### config.mk
export PLATFORM = sky130hd
export DESIGN_NAME = gir_top
export DESIGN_NICKNAME = d
export VERILOG_FILES = /design/src/core/gir_pkg.sv /design/src/core/gir_entry_check.sv /design/src/core/gir_intercept.sv /design/src/core/gir_top.sv
export VERILOG_INCLUDE_DIRS = /design/src /design/src/core
export SDC_FILE = /design/constraint.sdc
export NUM_CORES = 1
export LEC_CHECK = 0
export BUFFER_PORTS_ARGS = -buffer_cell sky130_fd_sc_hd__buf_2
export CAP_MARGIN = 20
export CORE_MARGIN = 8
export CORE_UTILIZATION = 55
export CTS_CLUSTER_DIAMETER = 30
export DETAILED_ROUTE_END_ITERATION = 10
export MAX_ROUTING_LAYER = met4
export PLACE_DENSITY = 0.88
export SLEW_MARGIN = 10
export SYNTH_ARGS = -nofsm -noshare
export SYNTH_HDL_FRONTEND = slang
export SYNTH_SLANG_ARGS = --single-unit
### constraint.sdc
create_clock -name CLK_SYS -period 15.8 [get_ports CLK_SYS]
set_input_delay 2.37 -clock CLK_SYS [delete_from_list [all_inputs] [get_ports CLK_SYS]]
set_output_delay 2.37 -clock CLK_SYS [all_outputs]
set_load 0.01 [all_outputs]
### src/core/gir_defs.svh
/*
 * Offsets, field positions, reset values and codes of the guest injection restriction block.
 * Assumes a 32-bit Avalon-MM slave with byte addresses and word-aligned registers.
 */
`ifndef GIR_DEFS_SVH
`define GIR_DEFS_SVH

// ****************************************
// Register byte offsets
// ****************************************
`define GIR_OFS_FEATURE 8'h00
`define GIR_OFS_HOST_EVT 8'h04
`define GIR_OFS_HOST_VI_LO 8'h08
`define GIR_OFS_HOST_VI_HI 8'h0C
`define GIR_OFS_HOST_SHADOW 8'h10
`define GIR_OFS_ENC_EVT 8'h14
`define GIR_OFS_ENC_VI_LO 8'h18
`define GIR_OFS_ENC_VI_HI 8'h1C
`define GIR_OFS_INTERCEPT 8'h20
`define GIR_OFS_CMD 8'h24
`define GIR_OFS_EXIT_CODE 8'h28
`define GIR_OFS_IRQ_STAT 8'h2C
`define GIR_OFS_IRQ_MASK 8'h30
`define GIR_OFS_FLAGS 8'h34

// ****************************************
// Field positions
// ****************************************
`define GIR_FEAT_RESTRICT 3
`define GIR_FEAT_ALTERNATE 4
`define GIR_EVT_VEC_LSB 0
`define GIR_EVT_TYPE_LSB 8
`define GIR_EVT_ERRV 11
`define GIR_EVT_VALID 31
`define GIR_VI_TPR_LSB 0
`define GIR_VI_IRQ 8
`define GIR_VI_VIRTUAL_GLOBAL_INT_FLAG 9
`define GIR_VI_SHADOW 10
`define GIR_VI_PRIO_LSB 16
`define GIR_VI_IGN 20
`define GIR_VI_MASKING 24
`define GIR_VI_VIRTUAL_GLOBAL_INT_FLAG_MODE 25
`define GIR_VI_ACCELERATED_VIRTUAL_INT_CTRL 31
`define GIR_VI_VEC_LSB 32
`define GIR_VI_BUSY 63
`define GIR_ICPT_PROT 4
`define GIR_IRQ_PASS 0
`define GIR_IRQ_FAIL 1
`define GIR_IRQ_WBACK 2
`define GIR_FLAG_BUSY 0
`define GIR_FLAG_RESTRICT 1
`define GIR_FLAG_ALTERNATE 2

// ****************************************
// Codes and reset values
// ****************************************
`define GIR_DOORBELL_VEC 8'h1C
`define GIR_TYPE_EXCEPTION 3'h3
`define GIR_EXIT_NONE 32'h0000_0000
`define GIR_EXIT_INVALID 32'hFFFF_FFFF
`define GIR_EXIT_BUSY 32'hFFFF_FFFE
`define GIR_MSR_LO 32'h0000_0800
`define GIR_MSR_HI 32'h0000_08FF
`define GIR_RST_WORD 32'h0000_0000
`define GIR_RST_DWORD 64'h0000_0000_0000_0000

`endif

### src/core/gir_pkg.sv
/*
 * Types shared by the guest injection restriction block.
 * Assumes gir_defs.svh is on the include path.
 */
`include "gir_defs.svh"

package gir_pkg;

	// ****************************************
	// Entry sequencer states
	// ****************************************
	typedef enum logic [1:0] {
		GIR_IDLE = 2'b00,
		GIR_CHECK = 2'b01,
		GIR_LOAD = 2'b11
	} gir_state_t;

	// ****************************************
	// Carriers
	// ****************************************
	typedef struct packed {
		logic evt_valid;
		logic [7:0] evt_vector;
		logic [2:0] evt_type;
		logic evt_errv;
		logic [7:0] virtual_task_priority;
		logic v_irq;
		logic virtual_global_int_flag;
		logic [3:0] v_prio;
		logic v_ign;
		logic [7:0] v_vector;
		logic shadow;
		logic masking;
		logic virtual_global_int_flag_mode;
	} gir_load_t;

	typedef struct packed {
		logic [7:0] virtual_task_priority;
		logic v_irq;
		logic shadow;
	} gir_exit_t;

	typedef struct packed {
		logic intr;
		logic nmi;
		logic init;
		logic mcheck;
	} gir_event_t;

	// ****************************************
	// Decoding
	// ****************************************
	function automatic logic gir_is_doorbell(input logic [31:0] evt);
		gir_is_doorbell = evt[`GIR_EVT_VALID]
			&& (evt[`GIR_EVT_VEC_LSB +: 8] == `GIR_DOORBELL_VEC);
	endfunction

	function automatic logic gir_doorbell_form(input logic [31:0] evt);
		gir_doorbell_form = (evt[`GIR_EVT_TYPE_LSB +: 3] == `GIR_TYPE_EXCEPTION)
			&& !evt[`GIR_EVT_ERRV];
	endfunction

endpackage

### src/core/gir_entry_check.sv
/*
 * Combinational entry checks and source selection for a guest entry.
 * Assumes its inputs are the registers of the top and stay stable while it is read.
 */
`timescale 1ns/1ps
`include "gir_defs.svh"

module gir_entry_check (
	// Mode and host copies
	input wire logic [31:0] feature,
	input wire logic [31:0] host_evt,
	input wire logic [63:0] host_vi,
	input wire logic host_shadow,
	// Encrypted copies
	input wire logic [31:0] enc_evt,
	input wire logic [63:0] enc_vi,
	// Verdict and selected load state
	output logic fail,
	output logic [31:0] code,
	output gir_pkg::gir_load_t sel
);

	logic restrict_on;
	logic alt_on;
	logic [31:0] evt;
	logic [63:0] vi;
	logic accelerated_virtual_int_ctrl;

	assign restrict_on = feature[`GIR_FEAT_RESTRICT];
	assign alt_on = feature[`GIR_FEAT_ALTERNATE];
	assign evt = alt_on ? enc_evt : host_evt;
	assign vi = alt_on ? enc_vi : host_vi;
	assign accelerated_virtual_int_ctrl = host_vi[`GIR_VI_ACCELERATED_VIRTUAL_INT_CTRL];

	always_comb
	begin
		code = `GIR_EXIT_NONE;
		if (restrict_on && alt_on)
			code = `GIR_EXIT_INVALID;
		else if (restrict_on && (accelerated_virtual_int_ctrl || (evt[`GIR_EVT_VALID]
			&& !(gir_pkg::gir_is_doorbell(evt) && gir_pkg::gir_doorbell_form(evt)))))
			code = `GIR_EXIT_INVALID;
		else if (!restrict_on && gir_pkg::gir_is_doorbell(evt))
			code = `GIR_EXIT_INVALID;
		else if (alt_on && accelerated_virtual_int_ctrl)
			code = `GIR_EXIT_INVALID;
		else if (alt_on && enc_vi[`GIR_VI_BUSY])
			code = `GIR_EXIT_BUSY;
		fail = (code != `GIR_EXIT_NONE);
	end

	always_comb
	begin
		sel.evt_valid = evt[`GIR_EVT_VALID];
		sel.evt_vector = evt[`GIR_EVT_VEC_LSB +: 8];
		sel.evt_type = evt[`GIR_EVT_TYPE_LSB +: 3];
		sel.evt_errv = evt[`GIR_EVT_ERRV];
		sel.virtual_task_priority = vi[`GIR_VI_TPR_LSB +: 8];
		sel.v_irq = vi[`GIR_VI_IRQ] && !restrict_on;
		sel.virtual_global_int_flag = vi[`GIR_VI_VIRTUAL_GLOBAL_INT_FLAG];
		sel.v_prio = vi[`GIR_VI_PRIO_LSB +: 4];
		sel.v_ign = vi[`GIR_VI_IGN];
		sel.v_vector = vi[`GIR_VI_VEC_LSB +: 8];
		sel.shadow = alt_on ? enc_vi[`GIR_VI_SHADOW] : host_shadow;
		sel.masking = host_vi[`GIR_VI_MASKING];
		sel.virtual_global_int_flag_mode = host_vi[`GIR_VI_VIRTUAL_GLOBAL_INT_FLAG_MODE];
	end

endmodule

### src/core/gir_intercept.sv
/*
 * Forced intercept logic for physical events and local controller register accesses.
 * Assumes event and access inputs come from logic on the same clock.
 */
`timescale 1ns/1ps
`include "gir_defs.svh"

module gir_intercept (
	// Clock, reset and enable
	input wire logic clk,
	input wire logic reset,
	input wire logic ce,
	// Running mode and host intercept bits
	input wire logic guard_on,
	input wire logic alt_on,
	input wire logic [4:0] host_icpt,
	// Guest activity
	input gir_pkg::gir_event_t ev_in,
	input wire logic msr_valid,
	input wire logic [31:0] msr_addr,
	input wire logic msr_hit,
	// Intercept verdicts
	output gir_pkg::gir_event_t ev_exit,
	output logic msr_exit
);

	gir_pkg::gir_event_t next_ev_exit;
	logic next_msr_exit;
	logic in_range;

	assign in_range = (msr_addr >= `GIR_MSR_LO) && (msr_addr <= `GIR_MSR_HI);

	always_comb
	begin
		next_ev_exit = gir_pkg::gir_event_t'(ev_in & (host_icpt[3:0] | {4{guard_on}}));
		next_msr_exit = msr_valid && ((alt_on && in_range)
			|| (host_icpt[`GIR_ICPT_PROT] && msr_hit));
	end

	always_ff @(posedge clk or posedge reset)
	begin
		if (reset)
		begin
			ev_exit <= '0;
			msr_exit <= 1'b0;
		end
		else if (ce)
		begin
			ev_exit <= next_ev_exit;
			msr_exit <= next_msr_exit;
		end
	end
endmodule

### src/core/gir_top.sv
/*
 * Guest entry injection policy: registers, entry sequencer, exit write-back and interrupt.
 * Assumes an Avalon-MM master with waitrequest and a core that pulses entry and exit on CLK_SYS.
 */
`timescale 1ns/1ps
`include "gir_defs.svh"

module gir_top (
	// Clock, reset and enable
	input wire logic CLK_SYS,
	input wire logic RESET,
	input wire logic CE,
	// Avalon-MM slave
	input wire logic [7:0] AVS_ADDRESS,
	input wire logic AVS_READ,
	input wire logic AVS_WRITE,
	input wire logic [31:0] AVS_WRITEDATA,
	input wire logic [3:0] AVS_BYTEENABLE,
	output logic [31:0] AVS_READDATA,
	output logic AVS_WAITREQUEST,
	// Guest entry and exit
	output logic LOAD_VALID,
	output gir_pkg::gir_load_t LOAD_STATE,
	input wire logic EXIT_VALID,
	input gir_pkg::gir_exit_t EXIT_STATE,
	// Intercepts
	input gir_pkg::gir_event_t EVENT_IN,
	input wire logic MSR_VALID,
	input wire logic [31:0] MSR_ADDR,
	input wire logic MSR_BITMAP_HIT,
	output gir_pkg::gir_event_t EVENT_EXIT,
	output logic MSR_EXIT,
	// Interrupt
	output logic IRQ
);

	// ****************************************
	// State
	// ****************************************
	gir_pkg::gir_state_t state, next_state;
	logic ack, next_ack;
	logic [31:0] rdata, next_rdata;
	logic [31:0] feature, next_feature;
	logic [31:0] host_evt, next_host_evt;
	logic [63:0] host_vi, next_host_vi;
	logic host_shadow, next_host_shadow;
	logic [31:0] enc_evt, next_enc_evt;
	logic [63:0] enc_vi, next_enc_vi;
	logic [4:0] icpt, next_icpt;
	logic [31:0] exit_code, next_exit_code;
	logic [2:0] irq_stat, next_irq_stat;
	logic [2:0] irq_mask, next_irq_mask;
	logic [1:0] run_mode, next_run_mode;
	gir_pkg::gir_load_t load_q, next_load_q;
	logic wr;
	logic start;
	logic chk_fail;
	logic [31:0] chk_code;
	gir_pkg::gir_load_t chk_sel;

	// A read or write completes one cycle after it is raised.
	assign AVS_WAITREQUEST = (AVS_READ || AVS_WRITE) && !ack;
	assign AVS_READDATA = rdata;
	assign wr = AVS_WRITE && ack;
	assign start = wr && (AVS_ADDRESS == `GIR_OFS_CMD) && AVS_BYTEENABLE[0] && AVS_WRITEDATA[0];
	assign LOAD_VALID = (state == gir_pkg::GIR_LOAD);
	assign LOAD_STATE = load_q;
	assign IRQ = |(irq_stat & irq_mask);

	function automatic logic [31:0] merge(input logic [31:0] old, input logic [31:0] din,
		input logic [3:0] be);
		for (int i = 0; i < 4; i++)
			merge[i*8 +: 8] = be[i] ? din[i*8 +: 8] : old[i*8 +: 8];
	endfunction

	// ****************************************
	// Submodules
	// ****************************************
	gir_entry_check u_check (
		.feature(feature),
		.host_evt(host_evt),
		.host_vi(host_vi),
		.host_shadow(host_shadow),
		.enc_evt(enc_evt),
		.enc_vi(enc_vi),
		.fail(chk_fail),
		.code(chk_code),
		.sel(chk_sel)
	);

	gir_intercept u_icpt (
		.clk(CLK_SYS),
		.reset(RESET),
		.ce(CE),
		.guard_on(|run_mode),
		.alt_on(run_mode[1]),
		.host_icpt(icpt),
		.ev_in(EVENT_IN),
		.msr_valid(MSR_VALID),
		.msr_addr(MSR_ADDR),
		.msr_hit(MSR_BITMAP_HIT),
		.ev_exit(EVENT_EXIT),
		.msr_exit(MSR_EXIT)
	);

	// ****************************************
	// Bus read path
	// ****************************************
	always_comb
	begin
		next_ack = (AVS_READ || AVS_WRITE) && !ack;
		next_rdata = rdata;
		if (AVS_READ && !ack)
		begin
			unique case (AVS_ADDRESS)
				`GIR_OFS_FEATURE: next_rdata = feature;
				`GIR_OFS_HOST_EVT: next_rdata = host_evt;
				`GIR_OFS_HOST_VI_LO: next_rdata = host_vi[31:0];
				`GIR_OFS_HOST_VI_HI: next_rdata = host_vi[63:32];
				`GIR_OFS_HOST_SHADOW: next_rdata = {31'h0000_0000, host_shadow};
				`GIR_OFS_ENC_EVT: next_rdata = enc_evt;
				`GIR_OFS_ENC_VI_LO: next_rdata = enc_vi[31:0];
				`GIR_OFS_ENC_VI_HI: next_rdata = enc_vi[63:32];
				`GIR_OFS_INTERCEPT: next_rdata = {27'h000_0000, icpt};
				`GIR_OFS_EXIT_CODE: next_rdata = exit_code;
				`GIR_OFS_IRQ_STAT: next_rdata = {29'h0000_0000, irq_stat};
				`GIR_OFS_IRQ_MASK: next_rdata = {29'h0000_0000, irq_mask};
				`GIR_OFS_FLAGS: next_rdata = {29'h0000_0000, run_mode,
					state != gir_pkg::GIR_IDLE};
				default: next_rdata = 32'h0000_0000;
			endcase
		end
	end

	// ****************************************
	// Registers, sequencer and write-back
	// ****************************************
	always_comb
	begin
		next_state = state;
		next_feature = feature;
		next_host_evt = host_evt;
		next_host_vi = host_vi;
		next_host_shadow = host_shadow;
		next_enc_evt = enc_evt;
		next_enc_vi = enc_vi;
		next_icpt = icpt;
		next_exit_code = exit_code;
		next_irq_mask = irq_mask;
		next_irq_stat = irq_stat;
		next_run_mode = run_mode;
		next_load_q = load_q;
		if (wr)
		begin
			unique case (AVS_ADDRESS)
				`GIR_OFS_FEATURE: next_feature = merge(feature, AVS_WRITEDATA, AVS_BYTEENABLE);
				`GIR_OFS_HOST_EVT: next_host_evt = merge(host_evt, AVS_WRITEDATA, AVS_BYTEENABLE);
				`GIR_OFS_HOST_VI_LO: next_host_vi[31:0] = merge(host_vi[31:0], AVS_WRITEDATA,
					AVS_BYTEENABLE);
				`GIR_OFS_HOST_VI_HI: next_host_vi[63:32] = merge(host_vi[63:32], AVS_WRITEDATA,
					AVS_BYTEENABLE);
				`GIR_OFS_HOST_SHADOW: next_host_shadow = AVS_BYTEENABLE[0] ? AVS_WRITEDATA[0]
					: host_shadow;
				`GIR_OFS_ENC_EVT: next_enc_evt = merge(enc_evt, AVS_WRITEDATA, AVS_BYTEENABLE);
				`GIR_OFS_ENC_VI_LO: next_enc_vi[31:0] = merge(enc_vi[31:0], AVS_WRITEDATA,
					AVS_BYTEENABLE);
				`GIR_OFS_ENC_VI_HI: next_enc_vi[63:32] = merge(enc_vi[63:32], AVS_WRITEDATA,
					AVS_BYTEENABLE);
				`GIR_OFS_INTERCEPT: next_icpt = AVS_BYTEENABLE[0] ? AVS_WRITEDATA[4:0] : icpt;
				`GIR_OFS_IRQ_STAT: next_irq_stat = irq_stat
					& ~(AVS_BYTEENABLE[0] ? AVS_WRITEDATA[2:0] : 3'h0);
				`GIR_OFS_IRQ_MASK: next_irq_mask = AVS_BYTEENABLE[0] ? AVS_WRITEDATA[2:0]
					: irq_mask;
				default: next_irq_mask = irq_mask;
			endcase
		end
		// The guest's own exit state wins over a bus write in the same cycle.
		if (EXIT_VALID)
		begin
			if (run_mode[1])
			begin
				next_enc_vi[`GIR_VI_TPR_LSB +: 8] = EXIT_STATE.virtual_task_priority;
				next_enc_vi[`GIR_VI_IRQ] = EXIT_STATE.v_irq;
				next_enc_vi[`GIR_VI_SHADOW] = EXIT_STATE.shadow;
			end
			else
			begin
				next_host_vi[`GIR_VI_TPR_LSB +: 8] = EXIT_STATE.virtual_task_priority;
				next_host_vi[`GIR_VI_IRQ] = EXIT_STATE.v_irq;
				next_host_shadow = EXIT_STATE.shadow;
			end
			next_irq_stat[`GIR_IRQ_WBACK] = 1'b1;
		end
		unique case (state)
			gir_pkg::GIR_IDLE:
				if (start)
					next_state = gir_pkg::GIR_CHECK;
			gir_pkg::GIR_CHECK:
			begin
				next_exit_code = chk_code;
				if (chk_fail)
				begin
					next_irq_stat[`GIR_IRQ_FAIL] = 1'b1;
					next_state = gir_pkg::GIR_IDLE;
				end
				else
				begin
					next_load_q = chk_sel;
					next_run_mode = {feature[`GIR_FEAT_ALTERNATE], feature[`GIR_FEAT_RESTRICT]};
					next_state = gir_pkg::GIR_LOAD;
				end
			end
			gir_pkg::GIR_LOAD:
			begin
				next_irq_stat[`GIR_IRQ_PASS] = 1'b1;
				next_state = gir_pkg::GIR_IDLE;
			end
			// The unused code can only come from an upset; it falls back to idle.
			default: next_state = gir_pkg::GIR_IDLE;
		endcase
	end

	always_ff @(posedge CLK_SYS or posedge RESET)
	begin
		if (RESET)
		begin
			state <= gir_pkg::GIR_IDLE;
			ack <= 1'b0;
			rdata <= `GIR_RST_WORD;
			feature <= `GIR_RST_WORD;
			host_evt <= `GIR_RST_WORD;
			host_vi <= `GIR_RST_DWORD;
			host_shadow <= 1'b0;
			enc_evt <= `GIR_RST_WORD;
			enc_vi <= `GIR_RST_DWORD;
			icpt <= 5'h00;
			exit_code <= `GIR_EXIT_NONE;
			irq_stat <= 3'h0;
			irq_mask <= 3'h0;
			run_mode <= 2'h0;
			load_q <= '0;
		end
		else if (CE)
		begin
			state <= next_state;
			ack <= next_ack;
			rdata <= next_rdata;
			feature <= next_feature;
			host_evt <= next_host_evt;
			host_vi <= next_host_vi;
			host_shadow <= next_host_shadow;
			enc_evt <= next_enc_evt;
			enc_vi <= next_enc_vi;
			icpt <= next_icpt;
			exit_code <= next_exit_code;
			irq_stat <= next_irq_stat;
			irq_mask <= next_irq_mask;
			run_mode <= next_run_mode;
			load_q <= next_load_q;
		end
	end
endmodule

==> impl_metrics.env, run 1 <==
export IMPL_status="finished clean"
export IMPL_cts_made_buffers=56
export IMPL_synth_distinct_cells=62
export IMPL_cellPowerDensity_mw_per_mm2=127
export IMPL_slowest_stage="buf_2"
export IMPL_antenna_found_initial=9
export IMPL_avgViaCountPerCell=6.54
export IMPL_fin_crit_sh=0.329
export IMPL_critPathMaxStageDelay_ps=150
export IMPL_grt_pass1_vias=12600
export IMPL_clk_pin_slew_ps=50
export IMPL_gr_total_overflow=0
export IMPL_fmax_ghz=0.192
export IMPL_cts_sinks=319
export IMPL_finalHoldViolCount=0
export IMPL_path_class="in2out"
export IMPL_crit_required_ps=13430
export IMPL_setup_viol_count_final=0
export IMPL_vias=11700
export IMPL_dieArea_mm2=0.0325
export IMPL_clk_path_buf_depth=3
export IMPL_rows=60
export IMPL_area_growth_pct=20.9
export IMPL_nets=1494
export IMPL_finalMaxSlewViolations=0
export IMPL_core_mm2=0.0267
export IMPL_utilization=0.672
export IMPL_ant_nets=0
export IMPL_hold_path_class="reg2reg"
export IMPL_die_y_um=180
export IMPL_first_pass_iters=6
export IMPL_cp_cell_sequence="buf_2 > nor2_1 > nor2_1 > buf_2"
export IMPL_yosys_most_used_dff="dfrtp_1"
export IMPL_initial_utilization=0.556
export IMPL_hp_start="AVS_READDATA[24]"
export IMPL_hold_end="AVS_READDATA[24]"
export IMPL_ctsRootBufferMaster="clkbuf_16"
export IMPL_hpwl_mm=28.2
export IMPL_drc=0
export IMPL_reg2reg_slack_ps=12470
export IMPL_place_congestion=0.970
export IMPL_totalNegativeSetupSlack_ps=0
export IMPL_synth_seq_area_share=0.537
export IMPL_final_cell_mix="318 x dfrtp_1, 261 x mux2_2, 168 x buf_2"
export IMPL_p_leak_nw=8.40
export IMPL_netlist_area_mm2=0.0149
export IMPL_drt_wl_total_mm=45.8
export IMPL_hold_worst_slack_ps=471
export IMPL_worst_slew_pin_slew_ps=1190
export IMPL_cp_end_kind="primary output"
export IMPL_syn_num_nets=1315
export IMPL_pin_count=177
export IMPL_critPathMaxFanout=5
export IMPL_rr_worst_depth=7
export IMPL_ir_drop_v=0.000104
export IMPL_reg2reg_from="feature[4]"
export IMPL_hold_buffers=0
export IMPL_clkLatencyLatePin_ps=560
export IMPL_worstPathArrival_ps=2830
export IMPL_fin_crit_ps=5200
export IMPL_cts_resized_gates=0
export IMPL_r2r_end="LOAD_STATE[8]"
export IMPL_drive_gt1_frac=0.413
export IMPL_dieWidth_um=180
export IMPL_fin_skew_ps=13.8
export IMPL_synth_async_reset_ratio=1.00
export IMPL_synth_cells=1217
export IMPL_synth_seq_cells=319
export IMPL_grt_pass1_wl_mm=71.6
export IMPL_slew_headroom=0.206
export IMPL_post_cts_setup_buffer_count=0
export IMPL_grt_max_degree=154
export IMPL_cp_start_kind="input pin"
export IMPL_cap_violations=0
export IMPL_yosysWarnings=0
export IMPL_cts_tree="done"
export IMPL_hold_depth=1
export IMPL_final_common_cell="dfrtp_1"
export IMPL_h_tree_depth=2
export IMPL_first_iter_violations=1336
export IMPL_groute_usage_overall=0.286
export IMPL_synth_edff_count=0
export IMPL_wire_per_inst_um=25.6
export IMPL_io_buffers=168
export IMPL_synth_avg_cell_area_um2=12.2
export IMPL_rsz0062_at_grt="false"
cells in the mapped netlist, types with 7 or more instances:
| cell type | instances | area, µm² |
|---|---|---|
| mux2_1 | 38 | 428 |
| dfrtp_1 | 319 | 7980 |
| o22ai_1 | 23 | 144 |
| o21ai_0 | 30 | 150 |
| clkbuf_1 | 31 | 116 |
| mux2_2 | 261 | 2940 |
| a22oi_1 | 76 | 571 |
| nand3_1 | 7 | 35.0 |
| a2111oi_0 | 15 | 131 |
| nor3_1 | 19 | 95.1 |
| nor2_1 | 52 | 195 |
| a21oi_1 | 57 | 285 |
| buf_2 | 19 | 95.1 |
| buf_4 | 12 | 90.1 |
| nor2_2 | 25 | 156 |
| inv_1 | 11 | 41.3 |
| o21ai_1 | 15 | 75.1 |
| nand2_1 | 102 | 383 |
metrics by stage:
stage / instance area [µm²] / total power [mW] / instances / worst slack [ps]
5_1_grt: 18000 / 2.34 / 1790 / 10550
6_report: 18000 / 2.27 / 1790 / 10600
3_5_place_dp: 16000 / 1.06 / 1676 / 10520
2_1_floorplan: 14900 / 0.990 / 1217 / 4600
4_1_cts: 17900 / 2.27 / 1778 / 10600
3_3_place_gp: 16000 / 1.05 / 1676 / 10600
flip-flops by register name, summed over array words and instances (netlist names):
signal	cells
AVS_READDATA	32
LOAD_STATE	39
ack	1
enc_evt	32
enc_vi	64
exit_code	2
feature	32
host_evt	32
host_shadow	1
host_vi	64
icpt	5
irq_mask	3
irq_stat	3
run_mode	2
state	2
u_icpt.ev_exit	4
u_icpt.msr_exit	1
cells by family after synthesis:
family                 count (synthesis)  share of synthesized area
XOR/XNOR                               1                   0.000589
AND/OR/NAND/NOR                      258                     0.0916
buffers and inverters                 76                     0.0244
multiplexers                         302                      0.228
flip-flops                           319                      0.537
AO/OA/AOI/OAI                        261                      0.118
cell type report:
class / count / area [µm²]
multi-input cells: 822 / 6540
clock buffers: 67 / 1520
flip-flops and latches: 319 / 7980
repair buffers: 186 / 1030
clock inverters: 35 / 392
inverters: 11 / 48.8
well taps: 341 / 427
diodes: 9 / 22.5
fillers: 1853 / 8760
routing by layer:
layer	global-route usage	wire [µm]
met3	0.0722	4690
met4	0.152	2190
met2	0.444	21800
met1	0.342	17100
met5	-	0
critical path, delay by kind of cell:
| family | cells | cell delay, ps |
|---|---|---|
| simple gates | 2 | 170 |
| buf+inv | 2 | 270 |
worst max-delay path by stage:
stage | start | to | slack, ps
after floorplan | RESET | AVS_READDATA[0] | 4600
after global placement | AVS_ADDRESS[3] | enc_vi[5] | 10600
after detailed placement | AVS_ADDRESS[3] | host_vi[6] | 10520
after CTS | AVS_WRITE | AVS_WAITREQUEST | 10600
after global routing | AVS_WRITE | AVS_WAITREQUEST | 10550
final | AVS_WRITE | AVS_WAITREQUEST | 10600
power breakdown:
part | switching (mW) | internal, mW
clock network | 0.428 | 0.788
registers | 0.0355 | 0.860
logic | 0.102 | 0.0611
Power figures use the tool's default switching activity.
==> run 2: changes to the inputs <==
Settings changed: ABC_AREA set to 1.
Clock period 15.8 ns to 5.3 ns, I/O delays scaled along.
==> impl_metrics.env, run 2 <==
export IMPL_status="finished clean"
export IMPL_grt_pass1_vias=14100
export IMPL_synth_top_area_share=0.548
export IMPL_grt_max_degree=152
export IMPL_cap_violations=0
export IMPL_cts_sinks=319
export IMPL_power_frac_seq=0.391
export IMPL_synth_async_reset_ratio=1.00
export IMPL_place_congestion=0.971
export IMPL_setup_viol_count_final=0
export IMPL_fin_skew_ps=22.4
export IMPL_yosys_most_used_dff="dfrtp_1"
export IMPL_cts_tree="done"
export IMPL_path_class="in2reg"
export IMPL_cts_resized_gates=0
export IMPL_post_cts_setup_buffer_count=0
export IMPL_wire_per_inst_um=19.7
export IMPL_drc=0
export IMPL_dieArea_mm2=0.0319
export IMPL_intPower_mw=4.90
export IMPL_ant_nets=0
export IMPL_groute_usage_overall=0.291
export IMPL_synth_commonest_cells="667 x nand2_1, 319 x dfrtp_1, 301 x o21ai_0, 107 x inv_1, 55 x nor2_1"
export IMPL_clockPowerShare=0.536
export IMPL_utilization=0.670
export IMPL_synth_distinct_cells=29
export IMPL_cp_start_kind="input pin"
export IMPL_syn_num_nets=1854
export IMPL_grt_pass1_wl_mm=71.9
export IMPL_slowest_stage="nor2_4"
export IMPL_totalNegativeSetupSlack_ps=0
export IMPL_pwr_share_comb=0.073
export IMPL_h_tree_depth=2
export IMPL_worst_slew_pin_slew_ps=1090
export IMPL_yosys_area_top_type="dfrtp_1"
export IMPL_fin_crit_sh=0.578
export IMPL_die_y_um=179
export IMPL_finalHoldViolCount=0
export IMPL_slew_headroom=0.274
export IMPL_area_growth_pct=20.0
export IMPL_vias=13800
export IMPL_synth_cells=1756
export IMPL_yosysWarnings=0
export IMPL_clkLatencyLatePin_ps=570
export IMPL_crit_family="simple AND/OR/NAND/NOR gates"
export IMPL_dieWidth_um=179
export IMPL_hpwl_mm=27.6
export IMPL_clk_path_buf_depth=3
export IMPL_antenna_cells=0
export IMPL_avgViaCountPerCell=6.00
export IMPL_p_sw_frac=0.259
export IMPL_finalMaxSlewViolations=0
export IMPL_fin_crit_ps=3060
export IMPL_fill_cells=1919
export IMPL_netlist_area_mm2=0.0146
export IMPL_critPathMaxStageDelay_ps=800
export IMPL_fmax_ghz=0.326
export IMPL_cp_end_kind="flip-flop"
export IMPL_first_iter_violations=1714
export IMPL_synth_most_common_cell="nand2_1"
export IMPL_gr_total_overflow=0
export IMPL_critPathMaxFanout=27
export IMPL_rows=59
export IMPL_p_total_mw=6.60
export IMPL_drive_gt1_frac=0.180
export IMPL_initial_utilization=0.559
export IMPL_crit_buf_inv=2
export IMPL_antenna_found_initial=0
export IMPL_core_mm2=0.0261
export IMPL_p_leak_nw=8.57
export IMPL_io_buffers=168
export IMPL_pin_count=177
export IMPL_synth_seq_cells=319
export IMPL_cellPowerDensity_mw_per_mm2=378
export IMPL_drt_wl_total_mm=45.1
export IMPL_final_cell_mix="667 x nand2_1, 318 x dfrtp_1, 301 x o21ai_0"
export IMPL_synthTopCellsByArea="dfrtp_1 55%, nand2_1 17%, o21ai_0 10%, inv_1 2.8%, o21ai_2 2.2%"
export IMPL_hold_buffers=0
export IMPL_crit_required_ps=5710
export IMPL_synth_avg_cell_area_um2=8.29
export IMPL_clk_pin_slew_ps=60
export IMPL_synth_edff_count=0
export IMPL_first_pass_iters=6
export IMPL_hold_path_class="in2async"
export IMPL_final_common_cell="nand2_1"
export IMPL_worstPathArrival_ps=3470
export IMPL_synth_seq_area_share=0.548
export IMPL_nets=2012
export IMPL_rsz0062_at_grt="false"
export IMPL_cts_made_buffers=55
export IMPL_ir_drop_v=0.000302
export IMPL_cp_cell_sequence="buf_2 > nor2_2 > nand3_2 > nor2_4 > inv_2 > nor2_2 > nand2_1 > nand2_1 > o21ai_0"
export IMPL_p_sw_mw=1.71
export IMPL_ctsRootBufferMaster="clkbuf_16"
## run 2: changes by cell type after synthesis, sizes merged, moves of 10 or more
cell / delta
nor2: -19
nand2: +571
mux2: -299
nand3: +21
mux2i: +10
nand4: +40
clkbuf: +23
o21ai: +305
nor3: -12
inv: +101
a2111oi: -15
a22oi: -76
a21oi: -38
## run 2: area by class of cell
type | count | area, µm² | share of cell area
multi-input cells | 1245 | 5780 | 0.331
repair buffers | 181 | 983 | 0.0563
inverters | 112 | 424 | 0.0243
clock inverters | 43 | 455 | 0.0261
well taps | 335 | 419 | 0.0240
clock buffers | 59 | 1420 | 0.0815
flip-flops and latches | 319 | 7980 | 0.457
## run 2: cell families (layout without fill, tap and decap cells)
family                 Yosys count  count (layout)  synth area share
AOI/OAI and AO/OA              407             407             0.155
buffers and inverters          192             395            0.0570
muxes                           13              13           0.00894
and+or+nand+nor                825             825             0.231
DFF                            319             319             0.548
## run 2: path summary, 6_finish.rpt
check	endpoint	start	cells past startpoint	slack, ps
setup / recovery	enc_evt[31]	AVS_ADDRESS[1]	9	2240
hold / removal	enc_vi[0]	RESET	3	400
setup reg to reg	LOAD_STATE[19]	feature[4]	11	2260
hold reg to reg	LOAD_STATE[32]	LOAD_STATE[32]	2	470
max in group asynchronous	feature[4]	RESET	3	4110
min in group CLK_SYS	u_icpt.ev_exit[2]	EVENT_IN[2]	3	460
## run 2: per-stage QoR
step | cell area [µm²] | instances | hold slack (ps) | worst slack, ps
3_5_place_dp | 15600 | 2191 | 457 | 1920
2_1_floorplan | 14600 | 1756 | 449 | 252
3_3_place_gp | 15600 | 2191 | 449 | 1990
6_report | 17500 | 2294 | 395 | 2240
4_1_cts | 17400 | 2293 | 459 | 2350
5_1_grt | 17500 | 2294 | 487 | 2040
## run 2: metal layers
layer	vias to the layer above	routed length, µm	global-route usage
li1	6082	-	-
met5	-	0	-
met1	6503	16400	0.342
met2	930	20800	0.449
met3	259	5030	0.0655
met4	0	2860	0.189
## run 2: power groups by stage
stage | clock (mW) | combinational (mW) | sequential [mW]
6_report | 3.54 | 0.482 | 2.58
5_1_grt | 3.65 | 0.538 | 2.59
4_1_cts | 3.55 | 0.481 | 2.58
3_5_place_dp | 0 | 0.473 | 2.62
3_3_place_gp | 0 | 0.459 | 2.62
2_1_floorplan | 0 | 0.310 | 2.63
## run 2: tightest hold or removal path: cells and delay by family
family | cells | cell delay (ps)
buffers and inverters | 3 | 600
